<file path="src/vmpa_pkg.sv">
// Shared constants, types and helpers of the null and clock-reference adjuster
package vmpa_pkg;

  // ==========================================================================
  // Transport packet layout
  localparam logic [7:0]  VMPA_PKT_LAST   = 8'hbb;  // Last byte index of a 188-byte packet
  localparam logic [7:0]  VMPA_HDR_LAST   = 8'h0b;  // Last index of the header bytes held for restamping
  localparam logic [7:0]  VMPA_BODY_FIRST = 8'h0c;
  localparam logic [7:0]  VMPA_SYNC_BYTE  = 8'h47;
  localparam logic [12:0] VMPA_NULL_PID   = 13'h1fff;
  localparam logic [9:0]  VMPA_EXT_MOD    = 10'h12c;  // Reference extension wraps at 300

  // ==========================================================================
  // Tunnel framing and buffering
  localparam int          VMPA_SEQ_W      = 16;
  localparam int          VMPA_FIFO_DEPTH = 32;
  localparam int          VMPA_PREFILL    = 16;  // Fill before output starts
  localparam int          VMPA_LOW_MARK   = 4;   // Below this a null is added in async mode; sync mode adds one only at level 0
  localparam int          VMPA_HIGH_MARK  = 28;  // At or above this a null is removed in async mode
  localparam logic [2:0]  VMPA_MAX_GAP    = 3'h3;  // Most lost frames refilled per gap
  localparam logic [31:0] VMPA_ACC_RST    = 32'h0;

  // ==========================================================================
  // Types
  typedef enum logic [0:0] {
    VMPA_IN_PASS = 1'b0,
    VMPA_IN_FILL = 1'b1
  } vmpa_in_state_t;

  typedef enum logic [2:0] {
    VMPA_OUT_WAIT   = 3'b000,
    VMPA_OUT_LOAD   = 3'b001,
    VMPA_OUT_DECIDE = 3'b010,
    VMPA_OUT_HEAD   = 3'b011,
    VMPA_OUT_BODY   = 3'b100,
    VMPA_OUT_DROP   = 3'b101,
    VMPA_OUT_GEN    = 3'b110,
    VMPA_OUT_NEXT   = 3'b111
  } vmpa_out_state_t;

  typedef struct packed {
    logic [32:0] base;
    logic [8:0]  ext;
  } vmpa_pcr_t;

  typedef struct packed {
    logic            async_mode;
    logic [31:0]     rate_step;  // Byte rate as a fraction of the clock, 2^32 scale
    vmpa_pcr_t       null_pcr;   // Reference time of one packet at that rate
  } vmpa_cfg_t;

  typedef struct packed {
    logic                  sof;
    logic [VMPA_SEQ_W-1:0] seq;
    logic [7:0]            data;
  } vmpa_in_t;

  typedef struct packed {
    logic       sop;
    logic [7:0] data;
  } vmpa_word_t;

  typedef struct packed {
    logic       valid;
    logic       sop;
    logic [7:0] data;
  } vmpa_ts_t;

  typedef struct packed {
    logic loss;
    logic ins;
    logic del;
  } vmpa_stat_t;

  // Byte of a null packet by index
  function automatic logic [7:0] vmpa_null_byte(input logic [7:0] idx);
    case (idx)
      8'h00:   vmpa_null_byte = VMPA_SYNC_BYTE;
      8'h01:   vmpa_null_byte = {3'h0, VMPA_NULL_PID[12:8]};
      8'h02:   vmpa_null_byte = VMPA_NULL_PID[7:0];
      8'h03:   vmpa_null_byte = 8'h10;
      default: vmpa_null_byte = 8'hff;
    endcase
  endfunction : vmpa_null_byte

endpackage : vmpa_pkg
</file>
<file path="src/vmpa_adjuster.sv">
// Transport stream de-jitter, lost-frame null fill, rate null add/drop and restamp
`timescale 1ns/10ps

// Behaviour
// - Every multiplex passes the de-jitter FIFO
// - Output paced at configured constant byte rate
// - Async: drop nulls at or above the high mark, add when low
// - Async: shift references only by null changes
// - Sync: no restamp, nulls replace losses and are added when the buffer is empty
// - Sequence gap triggers null packet insertion
// - Nulls per lost frame equal last frame's count
// - Single lost frame: nulls at exact positions
// - Frames carry whole 188-byte packets, sequence header
module vmpa_adjuster #(
  parameter int         FIFO_DEPTH = vmpa_pkg::VMPA_FIFO_DEPTH,
  parameter logic [2:0] MAX_GAP    = vmpa_pkg::VMPA_MAX_GAP
) (
  input  wire logic                clk_sys,
  input  wire logic                rst,
  input  wire logic                ce,
  input  wire vmpa_pkg::vmpa_cfg_t cfg,
  input  wire logic                in_valid,
  output logic                     in_ready,
  input  wire vmpa_pkg::vmpa_in_t  in_beat,
  output vmpa_pkg::vmpa_ts_t       ts,
  output vmpa_pkg::vmpa_stat_t     stat
);

  localparam int LW = $clog2(FIFO_DEPTH) + 1;

  typedef struct packed {
    vmpa_pkg::vmpa_in_state_t        ist;
    logic [7:0]                      ibyte;
    logic [3:0]                      ipkt;
    logic [vmpa_pkg::VMPA_SEQ_W-1:0] pseq;
    logic                            seq_ok;
    logic [6:0]                      fill;
    logic [7:0]                      fbyte;
    vmpa_pkg::vmpa_out_state_t       ost;
    logic [7:0]                      obyte;
    logic [0:11][7:0]                hdr;
    logic                            fat;
    logic [31:0]                     acc;
    logic                            pend;
    vmpa_pkg::vmpa_pcr_t             off;
    vmpa_pkg::vmpa_ts_t              out;
    vmpa_pkg::vmpa_stat_t            stat;
  } vmpa_state_t;

  vmpa_state_t                     s;
  vmpa_state_t                     n;
  logic [vmpa_pkg::VMPA_SEQ_W-1:0] gap;
  logic [2:0]                      gap_c;
  logic [6:0]                      fill_cnt;
  logic                            lossy;
  logic                            f_in_valid;
  logic                            f_in_ready;
  vmpa_pkg::vmpa_word_t            f_in_word;
  logic                            f_out_valid;
  logic                            f_out_ready;
  vmpa_pkg::vmpa_word_t            f_out_word;
  logic [LW-1:0]                   level;
  logic                            carry;
  logic                            is_null;
  logic                            has_pcr;
  vmpa_pkg::vmpa_pcr_t             neg_null;
  vmpa_pkg::vmpa_pcr_t             off_b;
  vmpa_pkg::vmpa_pcr_t             off_sum;
  vmpa_pkg::vmpa_pcr_t             pcr_in;
  vmpa_pkg::vmpa_pcr_t             pcr_out;

  // ==========================================================================
  // Loss detection on the tunnel side
  assign gap      = in_beat.seq - s.pseq - 16'h0001;
  assign gap_c    = (gap > {13'h0, MAX_GAP}) ? MAX_GAP : gap[2:0];
  assign fill_cnt = 7'({4'h0, gap_c} * {3'h0, s.ipkt});
  assign lossy    = in_valid & in_beat.sof & s.seq_ok & (gap != '0)
                    & (s.ist == vmpa_pkg::VMPA_IN_PASS);

  // FIFO fill side: tunnel bytes or substituted null bytes
  assign f_in_valid     = (s.ist == vmpa_pkg::VMPA_IN_FILL)
                          | (in_valid & ~lossy & (s.ist == vmpa_pkg::VMPA_IN_PASS));
  assign f_in_word.sop  = (s.ist == vmpa_pkg::VMPA_IN_FILL) ? (s.fbyte == 8'h00)
                          : (in_beat.sof | (s.ibyte == 8'h00));
  assign f_in_word.data = (s.ist == vmpa_pkg::VMPA_IN_FILL)
                          ? vmpa_pkg::vmpa_null_byte(s.fbyte) : in_beat.data;
  assign in_ready       = (s.ist == vmpa_pkg::VMPA_IN_PASS) & ~lossy & f_in_ready;

  // ==========================================================================
  // De-jitter store
  vmpa_fifo #(
    .W     (9),
    .DEPTH (FIFO_DEPTH),
    .LW    (LW)
  ) u_fifo (
    .clk_sys   (clk_sys),
    .rst       (rst),
    .ce        (ce),
    .in_valid  (f_in_valid),
    .in_ready  (f_in_ready),
    .in_data   (f_in_word),
    .out_valid (f_out_valid),
    .out_ready (f_out_ready),
    .out_data  (f_out_word),
    .level     (level)
  );

  assign f_out_ready = (s.ost == vmpa_pkg::VMPA_OUT_LOAD)
                       | (s.ost == vmpa_pkg::VMPA_OUT_DROP)
                       | ((s.ost == vmpa_pkg::VMPA_OUT_BODY) & s.pend);

  // ==========================================================================
  // Clock-reference arithmetic
  assign is_null = ({s.hdr[1][4:0], s.hdr[2]} == vmpa_pkg::VMPA_NULL_PID);
  assign has_pcr = s.hdr[3][5] & (s.hdr[4] != 8'h00) & s.hdr[5][4];
  assign pcr_in.base = {s.hdr[6], s.hdr[7], s.hdr[8], s.hdr[9], s.hdr[10][7]};
  assign pcr_in.ext  = {s.hdr[10][0], s.hdr[11]};

  // Negated per-null time, for removed nulls
  assign neg_null.base = (cfg.null_pcr.ext == 9'h000) ? (33'h0 - cfg.null_pcr.base)
                         : ~cfg.null_pcr.base;
  assign neg_null.ext  = (cfg.null_pcr.ext == 9'h000) ? 9'h000
                         : 9'(vmpa_pkg::VMPA_EXT_MOD - {1'b0, cfg.null_pcr.ext});
  assign off_b         = (s.ost == vmpa_pkg::VMPA_OUT_DECIDE) ? neg_null : cfg.null_pcr;

  vmpa_pcr_add u_off_add (
    .a   (s.off),
    .b   (off_b),
    .sum (off_sum)
  );

  vmpa_pcr_add u_pcr_add (
    .a   (pcr_in),
    .b   (s.off),
    .sum (pcr_out)
  );

  // ==========================================================================
  // Next-state logic of both sides
  always_comb
  begin
    n           = s;
    n.out.valid = 1'b0;
    n.out.sop   = 1'b0;
    n.stat      = '0;
    // Rate pacing accumulator; a pending byte slot survives until used
    {carry, n.acc} = {1'b0, s.acc} + {1'b0, cfg.rate_step};
    n.pend         = s.pend | carry;

    // Tunnel side
    case (s.ist)
      vmpa_pkg::VMPA_IN_PASS:
      begin
        if (lossy)
        begin
          n.stat.loss = 1'b1;
          n.pseq      = in_beat.seq - 16'h0001;  // Next look at this frame sees no gap
          if (fill_cnt != 7'h00)
          begin
            n.ist   = vmpa_pkg::VMPA_IN_FILL;
            n.fill  = fill_cnt;
            n.fbyte = 8'h00;
          end
        end
        else if (in_valid & f_in_ready)
        begin
          if (in_beat.sof)
          begin
            n.ibyte  = 8'h01;
            n.ipkt   = 4'h0;
            n.pseq   = in_beat.seq;
            n.seq_ok = 1'b1;
          end
          else if (s.ibyte == vmpa_pkg::VMPA_PKT_LAST)
          begin
            n.ibyte = 8'h00;
            n.ipkt  = s.ipkt + 4'h1;
          end
          else
          begin
            n.ibyte = s.ibyte + 8'h01;
          end
        end
      end
      vmpa_pkg::VMPA_IN_FILL:
      begin
        if (f_in_ready)
        begin
          if (s.fbyte == vmpa_pkg::VMPA_PKT_LAST)
          begin
            n.fbyte = 8'h00;
            n.fill  = s.fill - 7'h01;
            if (s.fill == 7'h01)
              n.ist = vmpa_pkg::VMPA_IN_PASS;
          end
          else
          begin
            n.fbyte = s.fbyte + 8'h01;
          end
        end
      end
      default:
      begin
        n.ist = vmpa_pkg::VMPA_IN_PASS;
      end
    endcase

    // Output side
    case (s.ost)
      vmpa_pkg::VMPA_OUT_WAIT:
      begin
        if (level >= LW'(vmpa_pkg::VMPA_PREFILL))
        begin
          n.ost   = vmpa_pkg::VMPA_OUT_LOAD;
          n.obyte = 8'h00;
        end
      end
      vmpa_pkg::VMPA_OUT_LOAD:
      begin
        // Bytes ahead of a packet start are discarded to realign
        if (f_out_valid & ((s.obyte != 8'h00) | f_out_word.sop))
        begin
          n.hdr[s.obyte[3:0]] = f_out_word.data;
          if (s.obyte == vmpa_pkg::VMPA_HDR_LAST)
            n.ost = vmpa_pkg::VMPA_OUT_DECIDE;
          else
            n.obyte = s.obyte + 8'h01;
        end
      end
      vmpa_pkg::VMPA_OUT_DECIDE:
      begin
        if (cfg.async_mode & is_null & s.fat)
        begin
          n.ost      = vmpa_pkg::VMPA_OUT_DROP;
          n.obyte    = vmpa_pkg::VMPA_BODY_FIRST;
          n.off      = off_sum;
          n.stat.del = 1'b1;
        end
        else
        begin
          // Synchronous mode leaves the reference untouched
          if (cfg.async_mode & has_pcr)
          begin
            n.hdr[6]  = pcr_out.base[32:25];
            n.hdr[7]  = pcr_out.base[24:17];
            n.hdr[8]  = pcr_out.base[16:9];
            n.hdr[9]  = pcr_out.base[8:1];
            n.hdr[10] = {pcr_out.base[0], s.hdr[10][6:1], pcr_out.ext[8]};
            n.hdr[11] = pcr_out.ext[7:0];
          end
          n.ost   = vmpa_pkg::VMPA_OUT_HEAD;
          n.obyte = 8'h00;
        end
      end
      vmpa_pkg::VMPA_OUT_HEAD:
      begin
        if (s.pend)
        begin
          n.pend      = carry;
          n.out.valid = 1'b1;
          n.out.sop   = (s.obyte == 8'h00);
          n.out.data  = s.hdr[s.obyte[3:0]];
          if (s.obyte == vmpa_pkg::VMPA_HDR_LAST)
          begin
            n.ost   = vmpa_pkg::VMPA_OUT_BODY;
            n.obyte = vmpa_pkg::VMPA_BODY_FIRST;
          end
          else
          begin
            n.obyte = s.obyte + 8'h01;
          end
        end
      end
      vmpa_pkg::VMPA_OUT_BODY:
      begin
        if (s.pend & f_out_valid)
        begin
          n.pend      = carry;
          n.out.valid = 1'b1;
          n.out.data  = f_out_word.data;
          if (s.obyte == vmpa_pkg::VMPA_PKT_LAST)
            n.ost = vmpa_pkg::VMPA_OUT_NEXT;
          else
            n.obyte = s.obyte + 8'h01;
        end
      end
      vmpa_pkg::VMPA_OUT_DROP:
      begin
        if (f_out_valid)
        begin
          if (s.obyte == vmpa_pkg::VMPA_PKT_LAST)
            n.ost = vmpa_pkg::VMPA_OUT_NEXT;
          else
            n.obyte = s.obyte + 8'h01;
        end
      end
      vmpa_pkg::VMPA_OUT_GEN:
      begin
        if (s.pend)
        begin
          n.pend      = carry;
          n.out.valid = 1'b1;
          n.out.sop   = (s.obyte == 8'h00);
          n.out.data  = vmpa_pkg::vmpa_null_byte(s.obyte);
          if (s.obyte == vmpa_pkg::VMPA_PKT_LAST)
            n.ost = vmpa_pkg::VMPA_OUT_NEXT;
          else
            n.obyte = s.obyte + 8'h01;
        end
      end
      vmpa_pkg::VMPA_OUT_NEXT:
      begin
        // Packet boundary: pick the next source from the buffer level
        n.fat   = (level >= LW'(vmpa_pkg::VMPA_HIGH_MARK));
        n.obyte = 8'h00;
        if (cfg.async_mode ? (level < LW'(vmpa_pkg::VMPA_LOW_MARK)) : (level == '0))
        begin
          n.ost = vmpa_pkg::VMPA_OUT_GEN;
          if (cfg.async_mode)
          begin
            n.off      = off_sum;
            n.stat.ins = 1'b1;
          end
        end
        else
        begin
          n.ost = vmpa_pkg::VMPA_OUT_LOAD;
        end
      end
      default:
      begin
        n.ost = vmpa_pkg::VMPA_OUT_WAIT;
      end
    endcase
  end

  // ==========================================================================
  // State register, frozen while the clock enable is low
  always_ff @(posedge clk_sys or posedge rst)
  begin
    if (rst)
    begin
      s      <= '0;
      s.acc  <= vmpa_pkg::VMPA_ACC_RST;
      s.ist  <= vmpa_pkg::VMPA_IN_PASS;
      s.ost  <= vmpa_pkg::VMPA_OUT_WAIT;
    end
    else if (ce)
    begin
      s <= n;
    end
  end

  assign ts   = s.out;
  assign stat = s.stat;

endmodule : vmpa_adjuster

</file>
<file path="src/vmpa_fifo.sv">
// Parameterised valid/ready FIFO used as the de-jitter store
`timescale 1ns/10ps
module vmpa_fifo #(
  parameter int W     = 9,
  parameter int DEPTH = 32,
  parameter int LW    = $clog2(DEPTH) + 1
) (
  input  wire logic          clk_sys,
  input  wire logic          rst,
  input  wire logic          ce,
  input  wire logic          in_valid,
  output logic               in_ready,
  input  wire logic [W-1:0]  in_data,
  output logic               out_valid,
  input  wire logic          out_ready,
  output logic [W-1:0]       out_data,
  output logic [LW-1:0]      level
);

  localparam int AW = $clog2(DEPTH);

  typedef struct packed {
    logic [DEPTH-1:0][W-1:0] mem;
    logic [AW-1:0]           wr;
    logic [AW-1:0]           rd;
    logic [LW-1:0]           cnt;
  } vmpa_fifo_state_t;

  vmpa_fifo_state_t s;
  vmpa_fifo_state_t n;
  logic             push;
  logic             pop;

  // ==========================================================================
  // Handshake
  assign in_ready  = (s.cnt != LW'(DEPTH));
  assign out_valid = (s.cnt != '0);
  assign out_data  = s.mem[s.rd];
  assign level     = s.cnt;
  assign push      = in_valid & in_ready;
  assign pop       = out_valid & out_ready;

  // Pointer and count update
  always_comb
  begin
    n = s;
    if (push)
    begin
      n.mem[s.wr] = in_data;
      n.wr        = (s.wr == AW'(DEPTH - 1)) ? '0 : s.wr + 1'b1;
    end
    if (pop)
    begin
      n.rd = (s.rd == AW'(DEPTH - 1)) ? '0 : s.rd + 1'b1;
    end
    n.cnt = s.cnt + LW'(push) - LW'(pop);
  end

  // State register
  always_ff @(posedge clk_sys or posedge rst)
  begin
    if (rst)
      s <= '0;
    else if (ce)
      s <= n;
  end

endmodule : vmpa_fifo

</file>
<file path="src/vmpa_pcr_add.sv">
// Adds two clock-reference values in base plus extension form
`timescale 1ns/10ps
module vmpa_pcr_add (
  input  wire vmpa_pkg::vmpa_pcr_t a,
  input  wire vmpa_pkg::vmpa_pcr_t b,
  output vmpa_pkg::vmpa_pcr_t      sum
);

  logic [9:0] ext_s;
  logic       wrap;

  // ==========================================================================
  // Extension wraps into the base, base wraps modulo its width
  assign ext_s    = {1'b0, a.ext} + {1'b0, b.ext};
  assign wrap     = (ext_s >= vmpa_pkg::VMPA_EXT_MOD);
  assign sum.ext  = wrap ? 9'(ext_s - vmpa_pkg::VMPA_EXT_MOD) : ext_s[8:0];
  assign sum.base = a.base + b.base + {32'h0, wrap};

endmodule : vmpa_pcr_add

</file>
<file path="config.mk">
export PLATFORM = sky130hd
export DESIGN_NAME = vmpa_adjuster
export DESIGN_NICKNAME = d
export VERILOG_FILES = /design/src/vmpa_pkg.sv /design/src/vmpa_adjuster.sv /design/src/vmpa_fifo.sv /design/src/vmpa_pcr_add.sv
export SDC_FILE = /design/constraint.sdc
export NUM_CORES = 2
export LEC_CHECK = 0
export ABC_CLOCK_PERIOD_IN_PS = 22100
export BUFFER_PORTS_ARGS = -buffer_cell sky130_fd_sc_hd__buf_2
export CAP_MARGIN = 0
export CORE_MARGIN = 4
export CORE_UTILIZATION = 45
export DETAILED_ROUTE_END_ITERATION = 10
export SYNTH_ARGS = -nofsm -noshare
export SYNTH_HDL_FRONTEND = slang
export SYNTH_SLANG_ARGS = --single-unit
</file>
<file path="constraint.sdc">
create_clock -name clk_sys -period 22.1 [get_ports clk_sys]
set_clock_uncertainty 0.05 [all_clocks]
set_input_delay 1.105 -clock clk_sys [delete_from_list [all_inputs] [get_ports clk_sys]]
set_output_delay 1.105 -clock clk_sys [all_outputs]
set_load 0.005 [all_outputs]
</file>
==> flow_metrics.env <==
export IMPL_power_leakage_nw=16.8
export IMPL_slew_headroom_pct=16.6
export IMPL_final_common_cell="dfrtp_1"
export IMPL_nFillCells=6633
export IMPL_netlist_instances=3211
export IMPL_io_buffer_count=117
export IMPL_ctsHoldBuffers=0
export IMPL_grt_pass1_vias=26100
export IMPL_timing_fmax_mhz=136
export IMPL_numCtsBuffers=61
export IMPL_yosys_warnings=0
export IMPL_hold_path_class="register to register"
export IMPL_fin_ws_ns=14.75
export IMPL_ff2ff_path_depth=27
export IMPL_vdd_ir_drop_max_mv=0.0676
export IMPL_fin_setup_tns_ns=0
export IMPL_cts_setup_buffers=0
export IMPL_drv_cap=0
export IMPL_dieArea_mm2=0.0805
export IMPL_multi_input_area_mm2=0.0195
export IMPL_rsz0062_at_grt="false"
export IMPL_hold_viol_final=0
export IMPL_wl_per_cell_um=21.0
export IMPL_htreeDepth=2
export IMPL_period_needed_ns=7.35
export IMPL_remaining_drc_errors=0
export IMPL_path_clk_slew_ns=0.06
export IMPL_instances_no_fill=4278
export IMPL_power_density_mw_per_mm2=130
export IMPL_grt_antenna_before_repair=2
export IMPL_cp_arrival_ns=7.81
export IMPL_ioPinCount=118
export IMPL_register_area_mm2=0.0136
export IMPL_startpoint_type="input pin"
export IMPL_worstMarginPinSlew_ns=1.25
export IMPL_vias=25500
export IMPL_gp_congestion=0.880
export IMPL_drt_antenna_violating_nets=0
export IMPL_worstHoldPathCells=1
export IMPL_dp_cells=4161
export IMPL_cts_tree="yes"
export IMPL_synth_edf_count=0
export IMPL_cp_end_kind="register"
export IMPL_synth_flop_cell="dfrtp_1"
export IMPL_cts_root_buffer_cell="clkbuf_16"
export IMPL_fp_row_count=100
export IMPL_viasPerCell=5.97
export IMPL_place_ws_ns=14.27
export IMPL_async_flop_share_pct=100
export IMPL_dp_hpwl_um=63200
export IMPL_cpMostUsedCell="a21oi_1"
export IMPL_grt_max_degree=131
export IMPL_post_cts_resized=0
export IMPL_cts_sinks=545
export IMPL_period_share_pct=33.2
export IMPL_fp_dieH_um=284
export IMPL_cts_path_max_buffers=3
export IMPL_reg2reg_slack_ns=14.87
export IMPL_critical_path_class="input pin to register"
export IMPL_grt_pass1_wl_um=144000
export IMPL_yosysSeqAreaShare_pct=39.9
export IMPL_insertion_delay_ns=0.65
export IMPL_status="finished, final reports clean"
export IMPL_core_area_mm2=0.0749
export IMPL_drtIter0Drc=1797
export IMPL_drtPass1Iterations=6
export IMPL_synthToLayoutAreaGrowth_pct=10.3
export IMPL_global_route_usage_total_pct=22.0
export IMPL_synth_area_mm2=0.0342
export IMPL_layout_common_cells="dfrtp_1, mux2_2, nand2_1"
export IMPL_cp_slowest_cell="a211oi_1"
export IMPL_start_util_pct=45.7
export IMPL_die_w_um=284
export IMPL_setup_viol_count_final=0
export IMPL_num_nets_final=3540
export IMPL_drive_above_1_share_pct=24.2
export IMPL_grt_overflow_total=0
export IMPL_crit_fanout=7
export IMPL_synthDistinctLibCells=90
export IMPL_required_ns=22.57
export IMPL_post_synth_cell_area_avg_um2=10.7
export IMPL_slew_viol_final=0
export IMPL_critPathMaxStageDelay_ns=0.54
export IMPL_drt_total_wl_um=89800
export IMPL_ys_ff_latch=545
==> where the power goes <==
| group | switching, mW | internal, mW | total (mW) | leakage (nW) |
|---|---|---|---|---|
| logic | 1.15 | 0.992 | 2.14 | 8.89 |
| registers | 0.293 | 1.35 | 1.64 | 6.81 |
| clock network | 0.445 | 0.666 | 1.11 | 1.11 |
| total | 1.89 | 3.01 | 4.90 | 16.8 |
==> cells in the mapped netlist (24+ instances only) <==
cell type	n	area share, %
o21a_1	32	0.70
nor3_1	56	0.82
buf_4	24	0.53
nand4_1	27	0.49
o21ai_0	178	2.6
a21o_1	56	1.2
a21oi_1	203	3.0
mux2i_1	31	0.91
mux2_2	371	12
xor2_1	64	1.6
a31oi_1	37	0.68
nor2b_1	27	0.49
dfrtp_1	545	40
clkbuf_1	105	1.2
nand2b_1	24	0.44
nand3_1	67	0.98
mux4_2	112	7.4
and3_1	62	1.1
ha_1	169	6.2
xnor2_1	76	1.9
nand2_1	251	2.8
nor2_1	194	2.1
inv_1	108	1.2
==> path summary, 6_finish.rpt <==
kind                                         start                         to
worst max-delay path                        cfg[0]          s[48]$_DFFE_PP0P_
worst min-delay path             s[66]$_DFFE_PP0P_          s[66]$_DFFE_PP0P_
worst max register to register  s[195]$_DFFE_PP0P_          s[48]$_DFFE_PP0P_
worst min register to register   s[66]$_DFFE_PP0P_          s[66]$_DFFE_PP0P_
max in group asynchronous                      rst  u_fifo.s[269]$_DFFE_PP0P_
min in group asynchronous                      rst         s[225]$_DFFE_PP0P_
==> state kept, by name, summed over array words and instances, names as in the netlist <==
name          flops
ts               10
u_fifo.s        298
s               186
pcr_in           42
stat              3
u_fifo.level      6
==> kinds of logic after synthesis <==
family / synth area share [%]
flip-flops: 39.9
buffers and inverters: 3.42
XOR/XNOR: 3.58
adder cells (fa/ha/maj): 6.88
AND/OR/NAND/NOR: 12.4
other: 0.0219
AO/OA/AOI/OAI: 12.9
multiplexers: 20.9
==> metrics by stage <==
stage               total power [mW]  cell area, um^2  utilization, %  hold WS (ns)
CTS                             4.92            37800            50.4         0.442
detailed placement              3.78            35500            47.4         0.428
global route                    5.22            37800            50.4         0.451
floorplan                       3.18            34200               -         0.405
finish                          4.90            37800            50.4         0.439
global placement                3.70            35500            47.4         0.421
==> layer usage <==
layer | GRT usage [%] | wire length, um
met4 | 7.47 | 3070
met5 | 0 | 0
met2 | 36.3 | 42700
met3 | 3.88 | 4320
met1 | 29.3 | 39700
==> layout make-up <==
class	count	share of cell area [%]
multi-input cells	2393	51.5
flip-flops and latches	545	36.1
clock buffers	88	4.89
well taps	969	3.21
repair buffers	143	2.07
inverters	111	1.12
clock inverters	28	1.03
diodes	1	0.00663
==> worst max-delay path, delay by kind of cell <==
kind            cells  cell delay, ns
compound gates     16            3.52
simple gates        5            1.17
buf+inv             2            0.19
xor+xnor            2            0.34
fa+ha+maj           4            1.49
Note: power is estimated with default switching activity, not from simulation.
